`config.mk`:
```
export PLATFORM = sky130hd
export DESIGN_NAME = ptm_top
export DESIGN_NICKNAME = d
export VERILOG_FILES = /design/src/core/ptm_pkg.sv /design/src/core/ptm_tick_if.sv /design/src/core/ptm_tick.sv /design/src/core/ptm_top.sv
export VERILOG_INCLUDE_DIRS = /design/src /design/src/core
export SDC_FILE = /design/constraint.sdc
export NUM_CORES = 1
export LEC_CHECK = 0
export BUFFER_PORTS_ARGS = -buffer_cell sky130_fd_sc_hd__buf_2
export CAP_MARGIN = 20
export CORE_MARGIN = 8
export CORE_UTILIZATION = 41
export CTS_BUF_LIST = sky130_fd_sc_hd__clkbuf_8
export CTS_CLUSTER_DIAMETER = 50
export DETAILED_ROUTE_END_ITERATION = 7
export GPL_TIMING_DRIVEN = 0
export MAX_ROUTING_LAYER = met4
export SLEW_MARGIN = 20
export SYNTH_ARGS = -nofsm -noshare
export SYNTH_HDL_FRONTEND = slang
export SYNTH_SLANG_ARGS = --single-unit
```
`constraint.sdc`:
```
create_clock -name aclk -period 4.5 [get_ports aclk]
set_clock_uncertainty 0.1 [all_clocks]
set_input_delay 0.675 -clock aclk [delete_from_list [all_inputs] [get_ports aclk]]
set_output_delay 0.675 -clock aclk [all_outputs]
set_load 0.005 [all_outputs]
```
`src/core/ptm_consts.svh`:
```
`ifndef PTM_CONSTS_SVH
`define PTM_CONSTS_SVH

// ----------------------------------------------------------------
// register byte offsets on the axi4-lite bus
// ----------------------------------------------------------------
`define PTM_OFF_CTL_LO 8'h00
`define PTM_OFF_CTL_HI 8'h04
`define PTM_OFF_CNT_LO 8'h08
`define PTM_OFF_CNT_HI 8'h0c
`define PTM_OFF_PER_LO 8'h10
`define PTM_OFF_PER_HI 8'h14
`define PTM_OFF_STS 8'h18
`define PTM_OFF_MSK 8'h1c

// ----------------------------------------------------------------
// control register field positions
// ----------------------------------------------------------------
`define PTM_RUN_BIT 15
`define PTM_IDLE_BIT 13
`define PTM_GATE_BIT 6
`define PTM_PS_HI_BIT 5
`define PTM_PS_LO_BIT 4
`define PTM_JOIN_BIT 3
`define PTM_CS_BIT 1

// implemented bits of each control register
`define PTM_CTL_LO_MASK 16'ha07a
`define PTM_CTL_HI_MASK 16'ha072

// ----------------------------------------------------------------
// status / mask bit positions
// ----------------------------------------------------------------
`define PTM_STS_LO 0
`define PTM_STS_HI 1

// ----------------------------------------------------------------
// reset values and prescaler terminal counts
// ----------------------------------------------------------------
`define PTM_PERIOD_RESET 16'hffff
`define PTM_LAST_DIV1 8'h00
`define PTM_LAST_DIV8 8'h07
`define PTM_LAST_DIV64 8'h3f
`define PTM_LAST_DIV256 8'hff

// axi response codes
`define PTM_RESP_OKAY 2'h0
`define PTM_RESP_SLVERR 2'h2

`endif

```
`src/core/ptm_pkg.sv`:
```
package ptm_pkg;

    // axi response code
    typedef logic [1:0] ptm_resp_type;

    // state of one prescaler / clock front end
    typedef struct packed {
        logic [7:0] pre;      // prescale counter
        logic half;           // internal clock phase, aclk/2
        logic ext_prev;       // pin level one cycle ago
        logic tick;           // one prescaled clock
        logic gate_fall;      // gate went low while accumulating
    } ptm_tick_state_type;

    // whole state of the timer pair and its bus slave
    typedef struct packed {
        logic [15:0] ctl_lo;
        logic [15:0] ctl_hi;
        logic [15:0] cnt_lo;
        logic [15:0] cnt_hi;
        logic [15:0] per_lo;
        logic [15:0] per_hi;
        logic [1:0] sts;
        logic [1:0] msk;
        logic clr_lo;
        logic clr_hi;
        logic irq;
        logic adc;
        logic aw_held;
        logic [7:0] aw_addr;
        logic w_held;
        logic [31:0] wdata;
        logic [3:0] wstrb;
        logic awready;
        logic wready;
        logic bvalid;
        ptm_resp_type bresp;
        logic arready;
        logic rvalid;
        logic [31:0] rdata;
        ptm_resp_type rresp;
    } ptm_main_state_type;

endpackage

```
`src/core/ptm_tick_if.sv`:
```
`timescale 1ns/1ns
`default_nettype none

// configuration into one clock front end, prescaled events back
interface ptm_tick_if;
    logic run_en;
    logic clr;
    logic cs;
    logic gate_en;
    logic [1:0] prescale;
    logic ext_in;
    logic tick;
    logic gate_fall;

    modport ctl (output run_en, clr, cs, gate_en, prescale, ext_in, input tick, gate_fall);
    modport tck (input run_en, clr, cs, gate_en, prescale, ext_in, output tick, gate_fall);
endinterface

`default_nettype wire

```
`src/core/ptm_tick.sv`:
```
`timescale 1ns/1ns
`default_nettype none
`include "ptm_consts.svh"

module ptm_tick (
    // clock and reset
    input wire logic aclk,
    input wire logic aresetn,
    // configuration and events
    ptm_tick_if.tck tif
);
    import ptm_pkg::*;

    ptm_tick_state_type q;   // registered state
    ptm_tick_state_type d;   // next state
    logic src;               // one undivided input clock this cycle
    logic gated;             // gated accumulation really active
    logic cnt_ok;            // prescaler may advance
    logic [7:0] last;        // terminal prescale count

    // terminal prescale count for a code
    function automatic logic [7:0] ptm_last(input logic [1:0] sel);
        case (sel)
            2'h0: ptm_last = `PTM_LAST_DIV1;
            2'h1: ptm_last = `PTM_LAST_DIV8;
            2'h2: ptm_last = `PTM_LAST_DIV64;
            default: ptm_last = `PTM_LAST_DIV256;
        endcase
    endfunction

    // ----------------------------------------------------------------
    // next state
    // ----------------------------------------------------------------
    always_comb begin
        d = q;
        d.tick = 1'b0;
        d.gate_fall = 1'b0;
        d.half = ~q.half;
        d.ext_prev = tif.ext_in;
        src = tif.cs ? (tif.ext_in & ~q.ext_prev) : q.half;
        gated = ~tif.cs & tif.gate_en;
        cnt_ok = tif.run_en & src & (~gated | tif.ext_in);
        last = ptm_last(tif.prescale);
        if (!tif.run_en || tif.clr) begin
            d.pre = 8'h00;
        end else if (cnt_ok) begin
            if (q.pre >= last) begin
                d.pre = 8'h00;
                d.tick = 1'b1;
            end else begin
                d.pre = q.pre + 8'h01;
            end
        end
        if (tif.run_en && gated && q.ext_prev && !tif.ext_in) begin
            d.gate_fall = 1'b1;
        end
    end

    // ----------------------------------------------------------------
    // state register
    // ----------------------------------------------------------------
    always_ff @(posedge aclk) begin
        if (!aresetn) begin
            q <= '0;
        end else begin
            q <= d;
        end
    end

    assign tif.tick = q.tick;
    assign tif.gate_fall = q.gate_fall;
endmodule // ptm_tick

`default_nettype wire

```
`src/core/ptm_top.sv`:
```
// Local design decisions: the register offsets and the AXI4-Lite register port.
`timescale 1ns/1ns
`default_nettype none
`include "ptm_consts.svh"

// Behaviour
// - pairing bit joins two timers into 32
// - joined mode ignores high control register
// - joined uses low clock, high flag
// - high count word upper, low lower
// - period upper from high register
// - joined interrupt on 32-bit period match
// - synchronous timer/counter only, no async
// - run bit starts and stops timer
// - idle-halt bit stops timer in idle
// - gating only with internal clock
// - prescale divides by 1,8,64,256
// - clock source: pin rising or internal
// - control write while running resets prescaler
// - adc trigger from high or joined
module ptm_top (
    // clock and reset
    input wire logic aclk,
    input wire logic aresetn,
    // axi4-lite write address
    input wire logic [7:0] s_axi_awaddr,
    input wire logic s_axi_awvalid,
    output logic s_axi_awready,
    // axi4-lite write data
    input wire logic [31:0] s_axi_wdata,
    input wire logic [3:0] s_axi_wstrb,
    input wire logic s_axi_wvalid,
    output logic s_axi_wready,
    // axi4-lite write response
    output ptm_pkg::ptm_resp_type s_axi_bresp,
    output logic s_axi_bvalid,
    input wire logic s_axi_bready,
    // axi4-lite read address
    input wire logic [7:0] s_axi_araddr,
    input wire logic s_axi_arvalid,
    output logic s_axi_arready,
    // axi4-lite read data
    output logic [31:0] s_axi_rdata,
    output ptm_pkg::ptm_resp_type s_axi_rresp,
    output logic s_axi_rvalid,
    input wire logic s_axi_rready,
    // pins and device mode
    input wire logic ext_clock_pin_low,
    input wire logic ext_clock_pin,
    input wire logic device_idle,
    // events out
    output logic irq,
    output logic adc_trigger
);
    import ptm_pkg::*;

    // ----------------------------------------------------------------
    // declarations
    // ----------------------------------------------------------------
    ptm_main_state_type q;   // registered state
    ptm_main_state_type d;   // next state
    logic join_on;           // pair runs as one 32-bit timer
    logic [31:0] cnt32;      // joined count
    logic [31:0] per32;      // joined period
    logic gated_lo;          // low timer in gated accumulation
    logic gated_hi;          // high timer in gated accumulation
    logic ev_lo;             // low timer event this cycle
    logic ev_hi;             // high or joined event this cycle
    logic wr_go;             // write performed this cycle
    logic [1:0] sts_clr;     // write-one-to-clear request
    logic [31:0] wr_merged;  // held write data, merged by lanes in ptm_merge

    // one clock front end per timer half
    ptm_tick_if tif[2] ();

    // ----------------------------------------------------------------
    // helper functions
    // ----------------------------------------------------------------
    // true for every offset the slave answers with okay
    function automatic logic ptm_mapped(input logic [7:0] a);
        ptm_mapped = (a[1:0] == 2'h0) && (a <= `PTM_OFF_MSK);
    endfunction

    // merge the two low byte lanes of a write into a 16-bit register
    function automatic logic [15:0] ptm_merge(input logic [15:0] old,
                                              input logic [31:0] w,
                                              input logic [3:0] s);
        ptm_merge = {s[1] ? w[15:8] : old[15:8], s[0] ? w[7:0] : old[7:0]};
    endfunction

    // read mux; unmapped words read zero
    function automatic logic [31:0] ptm_read(input ptm_main_state_type s,
                                             input logic [7:0] a);
        if (a == `PTM_OFF_CTL_LO) begin
            ptm_read = {16'h0000, s.ctl_lo};
        end else if (a == `PTM_OFF_CTL_HI) begin
            ptm_read = {16'h0000, s.ctl_hi};
        end else if (a == `PTM_OFF_CNT_LO) begin
            ptm_read = {16'h0000, s.cnt_lo};
        end else if (a == `PTM_OFF_CNT_HI) begin
            ptm_read = {16'h0000, s.cnt_hi};
        end else if (a == `PTM_OFF_PER_LO) begin
            ptm_read = {16'h0000, s.per_lo};
        end else if (a == `PTM_OFF_PER_HI) begin
            ptm_read = {16'h0000, s.per_hi};
        end else if (a == `PTM_OFF_STS) begin
            ptm_read = {30'h00000000, s.sts};
        end else if (a == `PTM_OFF_MSK) begin
            ptm_read = {30'h00000000, s.msk};
        end else begin
            ptm_read = 32'h00000000;
        end
    endfunction

    // ----------------------------------------------------------------
    // clock front ends
    // ----------------------------------------------------------------
    // pairing bit selects joined mode
    assign join_on = q.ctl_lo[`PTM_JOIN_BIT];
    assign cnt32 = {q.cnt_hi, q.cnt_lo};
    assign per32 = {q.per_hi, q.per_lo};
    assign gated_lo = ~q.ctl_lo[`PTM_CS_BIT] & q.ctl_lo[`PTM_GATE_BIT];
    assign gated_hi = ~join_on & ~q.ctl_hi[`PTM_CS_BIT] & q.ctl_hi[`PTM_GATE_BIT];

    // low half always follows the low control register
    // idle halt gates run
    assign tif[0].run_en = q.ctl_lo[`PTM_RUN_BIT] &
                           ~(q.ctl_lo[`PTM_IDLE_BIT] & device_idle);
    assign tif[0].clr = q.clr_lo;
    assign tif[0].cs = q.ctl_lo[`PTM_CS_BIT];
    assign tif[0].gate_en = q.ctl_lo[`PTM_GATE_BIT];
    assign tif[0].prescale = q.ctl_lo[`PTM_PS_HI_BIT:`PTM_PS_LO_BIT];
    // joined clock and gate from low pin
    assign tif[0].ext_in = ext_clock_pin_low;

    assign tif[1].run_en = ~join_on & q.ctl_hi[`PTM_RUN_BIT] &
                           ~(q.ctl_hi[`PTM_IDLE_BIT] & device_idle);
    assign tif[1].clr = q.clr_hi;
    assign tif[1].cs = q.ctl_hi[`PTM_CS_BIT];
    assign tif[1].gate_en = q.ctl_hi[`PTM_GATE_BIT];
    assign tif[1].prescale = q.ctl_hi[`PTM_PS_HI_BIT:`PTM_PS_LO_BIT];
    assign tif[1].ext_in = ext_clock_pin;

    // one prescaler per half; pins are already synchronous to aclk
    generate
        for (genvar g = 0; g < 2; g++) begin : g_tick
            ptm_tick u_tick (
                .aclk(aclk),
                .aresetn(aresetn),
                .tif(tif[g])
            );
        end
    endgenerate

    // ----------------------------------------------------------------
    // next state: counters, events, bus slave
    // ----------------------------------------------------------------
    always_comb begin
        d = q;
        d.clr_lo = 1'b0;
        d.clr_hi = 1'b0;
        ev_lo = 1'b0;
        ev_hi = 1'b0;
        sts_clr = 2'h0;
        wr_go = q.aw_held & q.w_held & ~q.bvalid;
        wr_merged = q.wdata;

        // counting; the bus write further down wins over a tick
        if (join_on) begin
            if (tif[0].tick) begin
                if (cnt32 == per32) begin
                    {d.cnt_hi, d.cnt_lo} = 32'h00000000;
                    ev_hi = ~gated_lo;
                end else begin
                    {d.cnt_hi, d.cnt_lo} = cnt32 + 32'h00000001;
                end
            end
            if (tif[0].gate_fall) begin
                ev_hi = 1'b1;
            end
        end else begin
            if (tif[0].tick) begin
                if (q.cnt_lo == q.per_lo) begin
                    d.cnt_lo = 16'h0000;
                    ev_lo = ~gated_lo;
                end else begin
                    d.cnt_lo = q.cnt_lo + 16'h0001;
                end
            end
            if (tif[0].gate_fall) begin
                ev_lo = 1'b1;
            end
            if (tif[1].tick) begin
                if (q.cnt_hi == q.per_hi) begin
                    d.cnt_hi = 16'h0000;
                    ev_hi = ~gated_hi;
                end else begin
                    d.cnt_hi = q.cnt_hi + 16'h0001;
                end
            end
            if (tif[1].gate_fall) begin
                ev_hi = 1'b1;
            end
        end

        d.adc = ev_hi;

        // write data accepted and address accepted, in any order
        if (s_axi_awvalid && q.awready) begin
            d.aw_held = 1'b1;
            d.aw_addr = s_axi_awaddr;
        end
        if (s_axi_wvalid && q.wready) begin
            d.w_held = 1'b1;
            d.wdata = s_axi_wdata;
            d.wstrb = s_axi_wstrb;
        end

        // perform a write once both halves are in
        if (wr_go) begin
            d.aw_held = 1'b0;
            d.w_held = 1'b0;
            d.bvalid = 1'b1;
            d.bresp = ptm_mapped(q.aw_addr) ? `PTM_RESP_OKAY : `PTM_RESP_SLVERR;
            if (q.aw_addr == `PTM_OFF_CTL_LO) begin
                d.ctl_lo = ptm_merge(q.ctl_lo, wr_merged, q.wstrb) & `PTM_CTL_LO_MASK;
                d.clr_lo = q.ctl_lo[`PTM_RUN_BIT];
            end else if (q.aw_addr == `PTM_OFF_CTL_HI) begin
                d.ctl_hi = ptm_merge(q.ctl_hi, wr_merged, q.wstrb) & `PTM_CTL_HI_MASK;
                d.clr_hi = q.ctl_hi[`PTM_RUN_BIT];
            end else if (q.aw_addr == `PTM_OFF_CNT_LO) begin
                d.cnt_lo = ptm_merge(q.cnt_lo, wr_merged, q.wstrb);
            end else if (q.aw_addr == `PTM_OFF_CNT_HI) begin
                d.cnt_hi = ptm_merge(q.cnt_hi, wr_merged, q.wstrb);
            end else if (q.aw_addr == `PTM_OFF_PER_LO) begin
                d.per_lo = ptm_merge(q.per_lo, wr_merged, q.wstrb);
            end else if (q.aw_addr == `PTM_OFF_PER_HI) begin
                d.per_hi = ptm_merge(q.per_hi, wr_merged, q.wstrb);
            end else if (q.aw_addr == `PTM_OFF_STS) begin
                // write one to clear, low lane only
                sts_clr = q.wstrb[0] ? q.wdata[1:0] : 2'h0;
            end else if (q.aw_addr == `PTM_OFF_MSK) begin
                if (q.wstrb[0]) begin
                    d.msk = q.wdata[1:0];
                end
            end
        end

        // response retires on its handshake
        if (q.bvalid && s_axi_bready) begin
            d.bvalid = 1'b0;
        end

        // a new event beats a clear in the same cycle
        d.sts = (q.sts & ~sts_clr) | {ev_hi, ev_lo};
        d.irq = |(d.sts & d.msk);

        // read channel: one read in flight at a time
        if (s_axi_arvalid && q.arready) begin
            d.rvalid = 1'b1;
            d.rdata = ptm_read(q, s_axi_araddr);
            d.rresp = ptm_mapped(s_axi_araddr) ? `PTM_RESP_OKAY : `PTM_RESP_SLVERR;
        end else if (q.rvalid && s_axi_rready) begin
            d.rvalid = 1'b0;
        end

        // readies registered so every output comes from a flop
        d.awready = ~d.aw_held & ~d.bvalid;
        d.wready = ~d.w_held & ~d.bvalid;
        d.arready = ~d.rvalid;
    end

    // ----------------------------------------------------------------
    // state register
    // ----------------------------------------------------------------
    always_ff @(posedge aclk) begin
        if (!aresetn) begin
            q <= '0;
            q.per_lo <= `PTM_PERIOD_RESET;
            q.per_hi <= `PTM_PERIOD_RESET;
        end else begin
            q <= d;
        end
    end

    // ----------------------------------------------------------------
    // outputs
    // ----------------------------------------------------------------
    assign s_axi_awready = q.awready;
    assign s_axi_wready = q.wready;
    assign s_axi_bvalid = q.bvalid;
    assign s_axi_bresp = q.bresp;
    assign s_axi_arready = q.arready;
    assign s_axi_rvalid = q.rvalid;
    assign s_axi_rdata = q.rdata;
    assign s_axi_rresp = q.rresp;
    assign irq = q.irq;
    assign adc_trigger = q.adc;
endmodule // ptm_top

`default_nettype wire

```
Yosys cells after proc, flatten, opt, wreduce, memory -nomap -nowiden
Cells that the tools add are included.
W data, S select, Z words.

operators by class
  add/sub/neg operators = 5
  $lt $le $gt $ge = 4
  equality and inequality tests = 25
  muxes and demuxes = 84
  bitwise operators = 51
  reductions and logical operators = 40

operators by type and width
  kind                     count
  $mux W32                 11
  $mux W64                 3
  $mux W16                 9
  $eq A8 B5 Y1 const B     8
  $mux W8                  8
  $mux W48                 1
  $pmux W8 S3              2
  $mux W2                  21
  $mux W37                 1
  $add A16 B1 Y16 const B  2
  $add A32 B1 Y32 const B  1
  $eq A16 B16 Y1           2
  $eq A32 B32 Y1           1
  $eq A8 B4 Y1 const B     4
  $not A1 Y1               26
  $mux W1                  25
  $and A1 B1 Y1            19
  $add A8 B1 Y8 const B    2
  $eq A8 B3 Y1 const B     2
  $ge A8 B8 Y1             2
  $le A8 B5 Y1 const B     2
  $logic_not A8 Y1         2
  $reduce_and A8 Y1        2
  $reduce_and A7 Y1        2
  20 further kinds         51

word-level totals
  register bits after elaboration = 196
  bits of input ports = 62
  output and inout bits = 43
  logic and storage cells = 250

Depth between registers and ports, before layout
Gate-level depths: netlist (run 1).

  depth in word-level cells = 14
  mapped depth = 9
  depth with buffers taken out = 9

By module
A second synthesis (run 1) with hierarchy kept.

unflattened totals
  cells, all modules = 1173
  area total of the unflattened synthesis = 9288.9 um2

by module, submodules not included
  module    instances  cells each  area an instance (um2)  seq. area each (um2)
  ptm_top   1          995         7764.9                  2722.6
  ptm_tick  2          89          762.0                   240.2

Least setup slack after synthesis (run 1)
Ideal clock, no wire load.

  path kind = input to register
  start point = input port s_axi_araddr[7]
  end point = register q, in the netlist s_axi_rdata[10]
  setup time = 74 ps
  arrival time = 2038 ps
  required time = 4326 ps
  setup slack = 2287 ps
  stages = 6
  path buffers = 1
  cell sequence = nor3_1 > nand2_1 > nor3_1 > clkbuf_1 > a22oi_1 > a31oi_1

on the way
  cells in the longest elaborated chain, start to end = 7
  elaborated cells on any way between the ends = 12
  those cells by class = eq/ne: 5; mux: 6; reduce/logical: 1

ends and longest elaborated chain
  what                    line            RTL
  start, declared         ptm_top.sv:39   input wire logic [7:0] s_axi_araddr,
  $eq A8 B5 Y1 (no line)  -
  $mux W32                ptm_top.sv:104  end else if (a == `PTM_OFF_PER_HI) begin
  $mux W32                ptm_top.sv:102  end else if (a == `PTM_OFF_PER_LO) begin
  $mux W32                ptm_top.sv:100  end else if (a == `PTM_OFF_CNT_HI) begin
  $mux W32                ptm_top.sv:98   end else if (a == `PTM_OFF_CNT_LO) begin
  $mux W32                ptm_top.sv:96   end else if (a == `PTM_OFF_CTL_HI) begin
  $mux W32 *              ptm_top.sv:94   if (a == `PTM_OFF_CTL_LO) begin
  end, declared           ptm_top.sv:60   ptm_main_state_type q;

Every way passes the cells marked *; elsewhere a longest branch is shown, timed or not.
A chain may end at the register's enable or synchronous reset.

Worst setup path after layout (run 1)
  start point = register q, in the netlist cnt32[19]
  end point = register q, in the netlist cnt32[30]

on the way
  cells in the longest elaborated chain, start to end = 9
  elaborated cells on any way between the ends = 14
  those cells by class = add/sub: 2; eq/ne: 2; mux: 10

ends and longest elaborated chain
  what                                         line                            RTL
  $add A32 B1 Y32 (tied with other cells)      ptm_top.sv:175                  {d.cnt_hi, d.cnt_lo} = cnt32 + 32'h00000001;
  $mux W32 / $mux W16 (equally long branches)  ptm_top.sv:171, ptm_top.sv:194
  $mux W32 / $mux W16 (equally long branches)  ptm_top.sv:170, ptm_top.sv:193
  $mux W32 *                                   ptm_top.sv:169                  if (join_on) begin
  $mux W16                                     ptm_top.sv:233                  end else if (q.aw_addr == `PTM_OFF_CNT_HI) begin
  $mux W48                                     ptm_top.sv:231                  end else if (q.aw_addr == `PTM_OFF_CNT_LO) begin
  $mux W64                                     ptm_top.sv:228                  end else if (q.aw_addr == `PTM_OFF_CTL_HI) begin
  $mux W64                                     ptm_top.sv:225                  if (q.aw_addr == `PTM_OFF_CTL_LO) begin
  $mux W64 *                                   ptm_top.sv:220                  if (wr_go) begin

Marks and branches as above.

==> reports/metrics.cfg, run 1 <==
[worst_setup_path]
cp_cell_sequence=buf_2 -> xor2_1 -> nor4_1 -> nand4_1 -> nor3_4 -> nor2_2 -> a221oi_1 -> a211oi_1
crit_arrival_ns=3.00
worstPathMaxFanout=9
critical_path_buf_inv_count=1
endpoint_kind=flip-flop
worstPathRequired_ns=4.75
r2r_start=cnt32[19]
worst_path_max_delay_cell=sky130_fd_sc_hd__nor3_4
timing_worst_setup_path_type=reg2reg
path_delay_family=simple AND/OR/NAND/NOR gates
crit_path_max_incr_delay_ns=0.45
worst_setup_path_start_kind=flip-flop
setup.worst_path.start=cnt32[19]

[pwr]
combinationalPowerShare_pct=7.3
sequential_power_share_pct=54.2
power_leakage_nw=3.76
worst_ir_drop_vdd_mv=0.132
clockPowerShare_pct=38.4
switchingPower_mw=0.785
cellPowerDensity_mw_per_mm2=272
netSwitchingFraction_pct=28.9
internal_power_mw=1.93

[synth]
yosys.area.top_type_share_pct=36.1
synth_top_area_cell=sky130_fd_sc_hd__dfxtp_1
synth-edff-count=0
synth_xor_area_share_pct=5.82
syn-mean-instance-area_um2=8.13
dominantRegCellSynth=sky130_fd_sc_hd__dfxtp_1
synth.ff_latch_count=160
ys_async_sr_fraction_pct=0
synth.mux.area_fraction_pct=6.83
netlist_top_cells_area=sky130_fd_sc_hd__dfxtp_1 36%, sky130_fd_sc_hd__mux2i_1 6.3%, sky130_fd_sc_hd__nand2_1 6.3%
netlist-cell-type-count=81
synth_top_family_by_area=simple AND/OR/NAND/NOR gates
fraction_of_the_mapped_netlist_area_in_compound_gates_pct=18.1
synth-adder-area-share_pct=2.82
synth_seq_area_share_pct=36.1
post_synth_and_or_nand_nor_area_fraction_pct=22.7
netlist_instances=1091
synth_warn=0
synthesis.area_mm2=0.00887

[die]
std_cell_rows=54
core_area_mm2=0.0216
die-area_mm2=0.0266
die_w_um=163
pin_count=105
floorplan.die.height_um=163
initial_utilization_pct=41.2

[min_path]
holdCritPathClass=in2reg
holdCritStartpoint=ext_clock_pin_low

[drt]
drt-vias-per-instance=5.59
drt_iter0_drc=602
drtPass1Iterations=5
dr_total_vias=8312
avgRoutedWirePerCell_um=19.3
drcViolationCount=0
ant_nets=0
finalWirelength_mm=28.7

[sta]
maximum_clock_frequency_mhz=363
timing.final.max_slew_violations=0
hold_violations=0
share_of_the_clock_period_used_by_the_worst_path_pct=61.3
min_period_ns=2.76
worst_pin_slew_ns=0.826
whs_ns=0.313
setup_viol=0
rsz_0062_raised_after_global_routing=no
slew_headroom_pct=44.9
final.setup.tns_ns=0
post-route-worst-setup-slack_ns=1.74

[global_routing]
grt_pass1_wl_mm=45.2
groute.usage.overall_pct=22.3
antenna_found_initial=0
grt.overflow.total=0
first_global_vias=7986
grt_start_max_net_pins=18

[layout]
layout.core_utilization_pct=46.4
layout.cells.most_common=sky130_fd_sc_hd__dfxtp_1
post_route_cells_drive_above_1_share_pct=15.6
flow.area_growth_from_synthesis_pct=12.7
seq_area_mm2=0.00320
fin_nets=1275
filler_cell_count_in_the_final_layout=2179
num_antenna_cells=0
footprint_of_the_multi_input_gates_mm2=0.00506
final_cell_mix=160 x sky130_fd_sc_hd__dfxtp_1, 149 x sky130_fd_sc_hd__nand2_1, 88 x sky130_fd_sc_hd__nor2_1
instances_no_fill=1486

[clock_tree]
cts_tree=built
cts_max_level=4
worstSkewPairLatency_ns=0.47
cts-hold-fix-buffers=0
cts.reportedPaths.clkPinSlew_ns=0.10
post_cts_setup_bufs=0
tritoncts_buffer_count=17
clk_path_buf_depth=2
ctsResizeCount=0
cts_root_buffer=sky130_fd_sc_hd__clkbuf_8
clkSinkCount=160

[status]
status=finished, final reports clean

[place]
detailedPlace.worstSlack_ns=1.65
place.port_buffers=66
placed_cells_incl_taps=1454
gpl.final_weighted_congestion=0.969
detailed_place_hpwl_mm=22.1

[flow_run]
cap_violations=0

path summary, 6_finish.rpt:
check                                                      end  slack, ns  cells past startpoint
worst max-delay path                                 cnt32[30]       1.74                      8
worst min-delay path            g_tick[0].u_tick.tif.gate_fall       0.31                      2
worst max register to register                       cnt32[30]       1.74                      8
worst min register to register           g_tick[0].u_tick.q[3]       0.32                      1
worst reg2reg max path: cells and delay by family, from the launching register on:
kind / cells / cell delay, ns
buffers and inverters: 1 / 0.18
DFF: 1 / 0.30
and+or+nand+nor: 4 / 1.48
AOI/OAI and AO/OA: 2 / 0.37
xor gates and xnor gates: 1 / 0.19
cell type report:
| cell class | instances | share of cell area, % |
|---|---|---|
| plain buffers | 110 | 5.86 |
| multi-input cells | 814 | 50.6 |
| inverters | 24 | 0.901 |
| flip-flops and latches | 160 | 32.0 |
| clock inverters | 15 | 1.50 |
| clock buffers | 17 | 2.34 |
| well taps | 280 | 3.50 |
| repair buffers | 66 | 3.30 |
logic make-up after synthesis:
kind of cell    count (synthesis)
compound gates                241
flops                         160
buf+inv                       134
xor+xnor                       59
mux                            60
fa+ha+maj                      20
other cells                     1
simple gates                  416
synth_stat cells (all sizes together) (4+ instances only):
cell,count
dfxtp,160
nand2,151
nor2,90
a21oi,66
buf,59
mux2i,56
o21ai,53
clkbuf,51
xor2,47
nand3,40
nor3,27
inv,23
a31oi,21
a22oi,20
ha,20
nand4,20
nor4,16
a211oi,15
nand2b,15
a221oi,13
xnor2,12
and2,11
and3,11
o22a,8
nor2b,7
and4,6
or3,6
nand3b,5
a21o,4
mux2,4
o21a,4
o22ai,4
or2,4
sequential cells by signal, summed over array words and instances (netlist names), 2 cells and up:
name                         cells
g_tick.u_tick.tif.tick           2
g_tick.u_tick.q                 20
wr_merged                       16
q                               28
per32                           32
cnt32                           32
s_axi_rdata                     16
tif.clr                          2
g_tick.u_tick.tif.gate_fall      2
routing by layer:
metal  GRT usage, %  share of wire, %
met5              -                 0
met4           5.80               1.7
met3           4.39               6.9
met2           35.1                46
met1           28.8                46
through the flow:
stage                     cell area (um2)  total power [mW]
after floorplan                      8940              1.61
final                               10000              2.72
after detailed placement             9620              1.70
after CTS                           10000              2.74
after global routing                10000              2.82
after global placement               9620              1.70
power by group through the flow:
stage	Clock, mW	Sequential, mW	Combinational, mW
floorplan	0	1.49	0.122
global placement	0	1.50	0.198
detailed placement	0	1.51	0.199
CTS	1.07	1.47	0.200
global route	1.12	1.48	0.221
finish	1.05	1.47	0.200
Note: power is estimated with default switching activity, not from simulation.
==> run 2, diff against run 1 <==
==> constraint.sdc (replaced) <==
create_clock -name aclk -period 2.27 [get_ports aclk]
set_clock_uncertainty 0.1 [all_clocks]
set_input_delay 0.3405 -clock aclk [delete_from_list [all_inputs] [get_ports aclk]]
set_output_delay 0.3405 -clock aclk [all_outputs]
set_load 0.005 [all_outputs]
==> reports/metrics.cfg, run 2 (synthesis results as in run 1) <==
[die]
initial_utilization_pct=41.2
std_cell_rows=54
pin_count=105
core_area_mm2=0.0216
die_w_um=163
die-area_mm2=0.0266
floorplan.die.height_um=163

[drt]
drtPass1Iterations=6
finalWirelength_mm=29.8
ant_nets=0
drcViolationCount=0
drt_iter0_drc=698
drt-vias-per-instance=5.60
avgRoutedWirePerCell_um=19.4
dr_total_vias=8607

[worst_setup_path]
endpoint_kind=flip-flop
worst_setup_path_start_kind=flip-flop
worstPathMaxFanout=10
worstPathRequired_ns=2.56
timing_worst_setup_path_type=reg2reg
crit_arrival_ns=2.61

[clock_tree]
cts_tree=built
clkSinkCount=160
tritoncts_buffer_count=17
worstSkewPairLatency_ns=0.47
cts.reportedPaths.clkPinSlew_ns=0.10
cts_max_level=4
cts_root_buffer=sky130_fd_sc_hd__clkbuf_8
clk_path_buf_depth=2

[pwr]
cellPowerDensity_mw_per_mm2=491
power_leakage_nw=4.23
worst_ir_drop_vdd_mv=0.268
totalPowerFinal_mw=5.45

[global_routing]
first_global_vias=8209
antenna_found_initial=0
grt.overflow.total=0
grt_start_max_net_pins=18
groute.usage.overall_pct=22.8
grt_pass1_wl_mm=46.2

[sta]
maximum_clock_frequency_mhz=431
post-route-worst-setup-slack_ns=-0.0513
setup_viol=5
rsz_0062_raised_after_global_routing=yes
worst_pin_slew_ns=0.842
min_period_ns=2.32
slew_headroom_pct=43.9
share_of_the_clock_period_used_by_the_worst_path_pct=102
timing.final.max_slew_violations=0
hold_violations=0

[place]
detailedPlace.worstSlack_ns=-0.410
post_dp_cell_area_mm2=0.00962
detailed_place_hpwl_mm=22.1
placed_cells_incl_taps=1454
gpl.final_weighted_congestion=0.969
place.port_buffers=66

[min_path]
holdCritPathClass=in2reg

[layout]
num_antenna_cells=0
design_area_mm2=0.0111
flow.area_growth_from_synthesis_pct=25.3
instances_no_fill=1536
layout.cells.most_common=sky130_fd_sc_hd__nand2_1
post_route_cells_drive_above_1_share_pct=24.0
fin_nets=1325
final_cell_mix=149 x sky130_fd_sc_hd__nand2_1, 141 x sky130_fd_sc_hd__dfxtp_1, 83 x sky130_fd_sc_hd__nor2_1

[flow_run]
cap_violations=0

[status]
status=finished with violations
violations_in_the_final_reports=negative setup slack

==> run 2: repair_timing <==
item / in CTS / in global routing
gates cloned: 0 / 1
buffers inserted: 15 / 15
resized for setup: 59 / 106
pin swaps: 13 / 23
hold buffers: 26 / 0
endpoints found under the setup margin: 61 / 90
hold endpoints to repair: 26 / 0
==> run 2: area by class of cell <==
type                       instances  area (um2)
multi-input combinational        814        5590
clock inverter                    15         150
timing repair buffer             123         832
buffer                           103         636
sequential                       160        3230
inverter                          24        90.1
fill                            2053       10400
tap                              280         350
clock buffer                      17         234
==> run 2: final timing paths <==
kind | startpoint | end | slack, ns | depth (start not counted)
hold reg to reg | g_tick[0].u_tick.q[3] | g_tick[0].u_tick.q[3] | 0.32 | 1
setup reg to reg | q[79] | cnt32[20] | -0.05 | 7
setup / recovery | q[79] | cnt32[20] | -0.05 | 7
hold / removal | s_axi_awaddr[7] | q[85] | 0.02 | 3
==> run 2: layer usage <==
layer  routed length (um)  share of wire [%]  global-route usage (%)  up-vias
li1                     -                  -                       -     4127
met1                13100                 44                    29.5     4080
met2                13800                 46                    35.8      350
met3                 2190                7.4                    4.08       50
met4                  726                2.4                    6.59        0
met5                    0                  0                       -        -
==> run 2: per-stage QoR <==
step / util, % / setup TNS (ns) / hold WS (ns)
floorplan: - / 0 / 0.286
global placement: 44.6 / -10.45 / 0.294
detailed placement: 44.6 / -10.31 / 0.300
CTS: 49.2 / -0.249 / 0.000243
global route: 51.6 / -1.63 / 0.00744
finish: 51.6 / -0.129 / 0.0204
==> run 2: report_power, final <==
part / switching (mW) / internal (mW) / total, mW
registers: 0.0649 / 2.86 / 2.92
logic: 0.252 / 0.199 / 0.452
clock network: 1.26 / 0.814 / 2.08
total: 1.58 / 3.87 / 5.45
==> run 2: critical path: stages (launching register included) <==
cell	delay [ns]
sky130_fd_sc_hd__dfxtp_2	0.35
sky130_fd_sc_hd__nor4_4	0.28
sky130_fd_sc_hd__or3b_4	0.46
sky130_fd_sc_hd__or3_4	0.42
sky130_fd_sc_hd__buf_12	0.17
sky130_fd_sc_hd__o211ai_1	0.12
sky130_fd_sc_hd__o41ai_2	0.13
sky130_fd_sc_hd__a221oi_2	0.21
==> run 3, diff against run 2 <==
--- a/config.mk
+++ b/config.mk
@@ -6,13 +6,13 @@
 export SDC_FILE = /design/constraint.sdc
 export NUM_CORES = 1
 export LEC_CHECK = 0
-export BUFFER_PORTS_ARGS = -buffer_cell sky130_fd_sc_hd__buf_2
 export CAP_MARGIN = 20
 export CORE_MARGIN = 8
 export CORE_UTILIZATION = 41
 export CTS_BUF_LIST = sky130_fd_sc_hd__clkbuf_8
 export CTS_CLUSTER_DIAMETER = 50
 export DETAILED_ROUTE_END_ITERATION = 7
+export DONT_BUFFER_PORTS = 1
 export GPL_TIMING_DRIVEN = 0
 export MAX_ROUTING_LAYER = met4
 export SLEW_MARGIN = 20
==> reports/metrics.cfg, run 3 (synthesis results as in run 1) <==
[layout]
post_route_cells_drive_above_1_share_pct=19.7
num_antenna_cells=0
final_cell_mix=147 x sky130_fd_sc_hd__nand2_1, 139 x sky130_fd_sc_hd__dfxtp_1, 84 x sky130_fd_sc_hd__nor2_1
seq_area_mm2=0.00325
flow.area_growth_from_synthesis_pct=21.1
layout.core_utilization_pct=49.9
fin_nets=1262
filler_cell_count_in_the_final_layout=2082
footprint_of_the_multi_input_gates_mm2=0.00546
layout.cells.most_common=sky130_fd_sc_hd__nand2_1
instances_no_fill=1472

[die]
pin_count=105
die_w_um=163
floorplan.die.height_um=163
initial_utilization_pct=41.2
die-area_mm2=0.0266
core_area_mm2=0.0216
std_cell_rows=54

[drt]
drt-vias-per-instance=5.78
finalWirelength_mm=29.7
drt_iter0_drc=862
dr_total_vias=8510
avgRoutedWirePerCell_um=20.2
drcViolationCount=0
drtPass1Iterations=5
ant_nets=0

[clock_tree]
cts_tree=built
cts.reportedPaths.clkPinSlew_ns=0.10
cts_max_level=4
worstSkewPairLatency_ns=0.48
cts_root_buffer=sky130_fd_sc_hd__clkbuf_8
clkSinkCount=160
tritoncts_buffer_count=17
clk_path_buf_depth=2

[pwr]
clockPowerShare_pct=41.5
internal_power_mw=4.18
netSwitchingFraction_pct=26.1
combinationalPowerShare_pct=7.0
cellPowerDensity_mw_per_mm2=526
power_leakage_nw=3.91
sequential_power_share_pct=51.6
worst_ir_drop_vdd_mv=0.412
switchingPower_mw=1.47

[place]
placed_cells_incl_taps=1388
detailed_place_hpwl_mm=21.8
detailedPlace.worstSlack_ns=-0.396
gpl.final_weighted_congestion=0.986
place.port_buffers=0

[sta]
timing.final.max_slew_violations=0
worst_pin_slew_ns=0.920
share_of_the_clock_period_used_by_the_worst_path_pct=103
maximum_clock_frequency_mhz=426
post-route-worst-setup-slack_ns=-0.0776
rsz_0062_raised_after_global_routing=yes
slew_headroom_pct=38.7
hold_violations=0
setup_viol=18
min_period_ns=2.35
whs_ns=0.0696

[global_routing]
first_global_vias=8015
groute.usage.overall_pct=22.5
antenna_found_initial=0
grt.overflow.total=0
grt_start_max_net_pins=17
grt_pass1_wl_mm=45.4

[status]
violations_in_the_final_reports=negative setup slack
status=finished with violations

[worst_setup_path]
critical-path-top-cell-by-count=sky130_fd_sc_hd__buf_6
cp_cell_sequence=xor2_1 -> nor4_2 -> nand4_2 -> buf_6 -> buf_6 -> nor3_4 -> buf_6 -> o32ai_1 -> a32oi_1 -> a211oi_1
critical_path_buf_inv_count=3
path_delay_family=simple AND/OR/NAND/NOR gates
worstPathRequired_ns=2.49
worst_setup_path_start_kind=flip-flop
endpoint_kind=flip-flop
timing_worst_setup_path_type=reg2reg
worst_path_max_delay_cell=sky130_fd_sc_hd__dfxtp_4
crit_path_max_incr_delay_ns=0.39
crit_arrival_ns=2.57
worstPathMaxFanout=7

[min_path]
holdCritPathClass=in2reg

[flow_run]
cap_violations=0

## run 3: stage by stage
step	TNS [ns]	power, mW	cell area [um2]
after floorplan	0	3.20	8940
after global placement	-9.44	3.32	9290
after detailed placement	-9.79	3.32	9290
after CTS	-0.160	5.69	10300
after global routing	-2.83	5.85	10700
final	-0.613	5.65	10700
## run 3: layer usage
layer / track usage [%] / up-vias / part of all wire (%)
met5: - / - / 0
met4: 7.55 / 0 / 3.0
met3: 5.37 / 64 / 8.6
met2: 33.9 / 407 / 45
met1: 29.2 / 4055 / 43
li1: - / 3984 / -
## run 3: power by group through the flow
stage / Combinational [mW] / Clock, mW / Sequential, mW
2_1_floorplan: 0.242 / 0 / 2.96
3_3_place_gp: 0.333 / 0 / 2.99
3_5_place_dp: 0.336 / 0 / 2.99
4_1_cts: 0.384 / 2.38 / 2.92
5_1_grt: 0.429 / 2.50 / 2.92
6_report: 0.393 / 2.35 / 2.91
## run 3: final timing paths
kind	slack [ns]	cells past startpoint	end	startpoint
max	-0.08	10	cnt32[18]	cnt32[2]
min	0.07	3	g_tick[0].u_tick.tif.gate_fall	device_idle
max reg2reg	-0.08	10	cnt32[18]	cnt32[2]
min reg2reg	0.32	1	g_tick[0].u_tick.q[3]	g_tick[0].u_tick.q[3]
## run 3: layout make-up
type	count	area share [%]
buffer	99	5.50
clock buffer	19	2.43
clock inverter	12	1.58
inverter	24	0.838
multi-input combinational	814	50.8
sequential	160	30.3
tap	280	3.26
timing repair buffer	64	5.36
## run 3: worst min-delay path: stages
cell and delay [ns]:
sky130_fd_sc_hd__nand2_1 0.05, sky130_fd_sc_hd__nand3_1 0.14, sky130_fd_sc_hd__nor4b_1 0.07
## run 3: what timing repair did
item | CTS | global route
hold buffers | 30 | 0
cloned | 0 | 1
pin swaps | 18 | 25
endpoints found under the hold margin | 32 | 0
setup endpoints to repair | 71 | 94
setup buffers | 14 | 19
gates resized for setup | 58 | 86
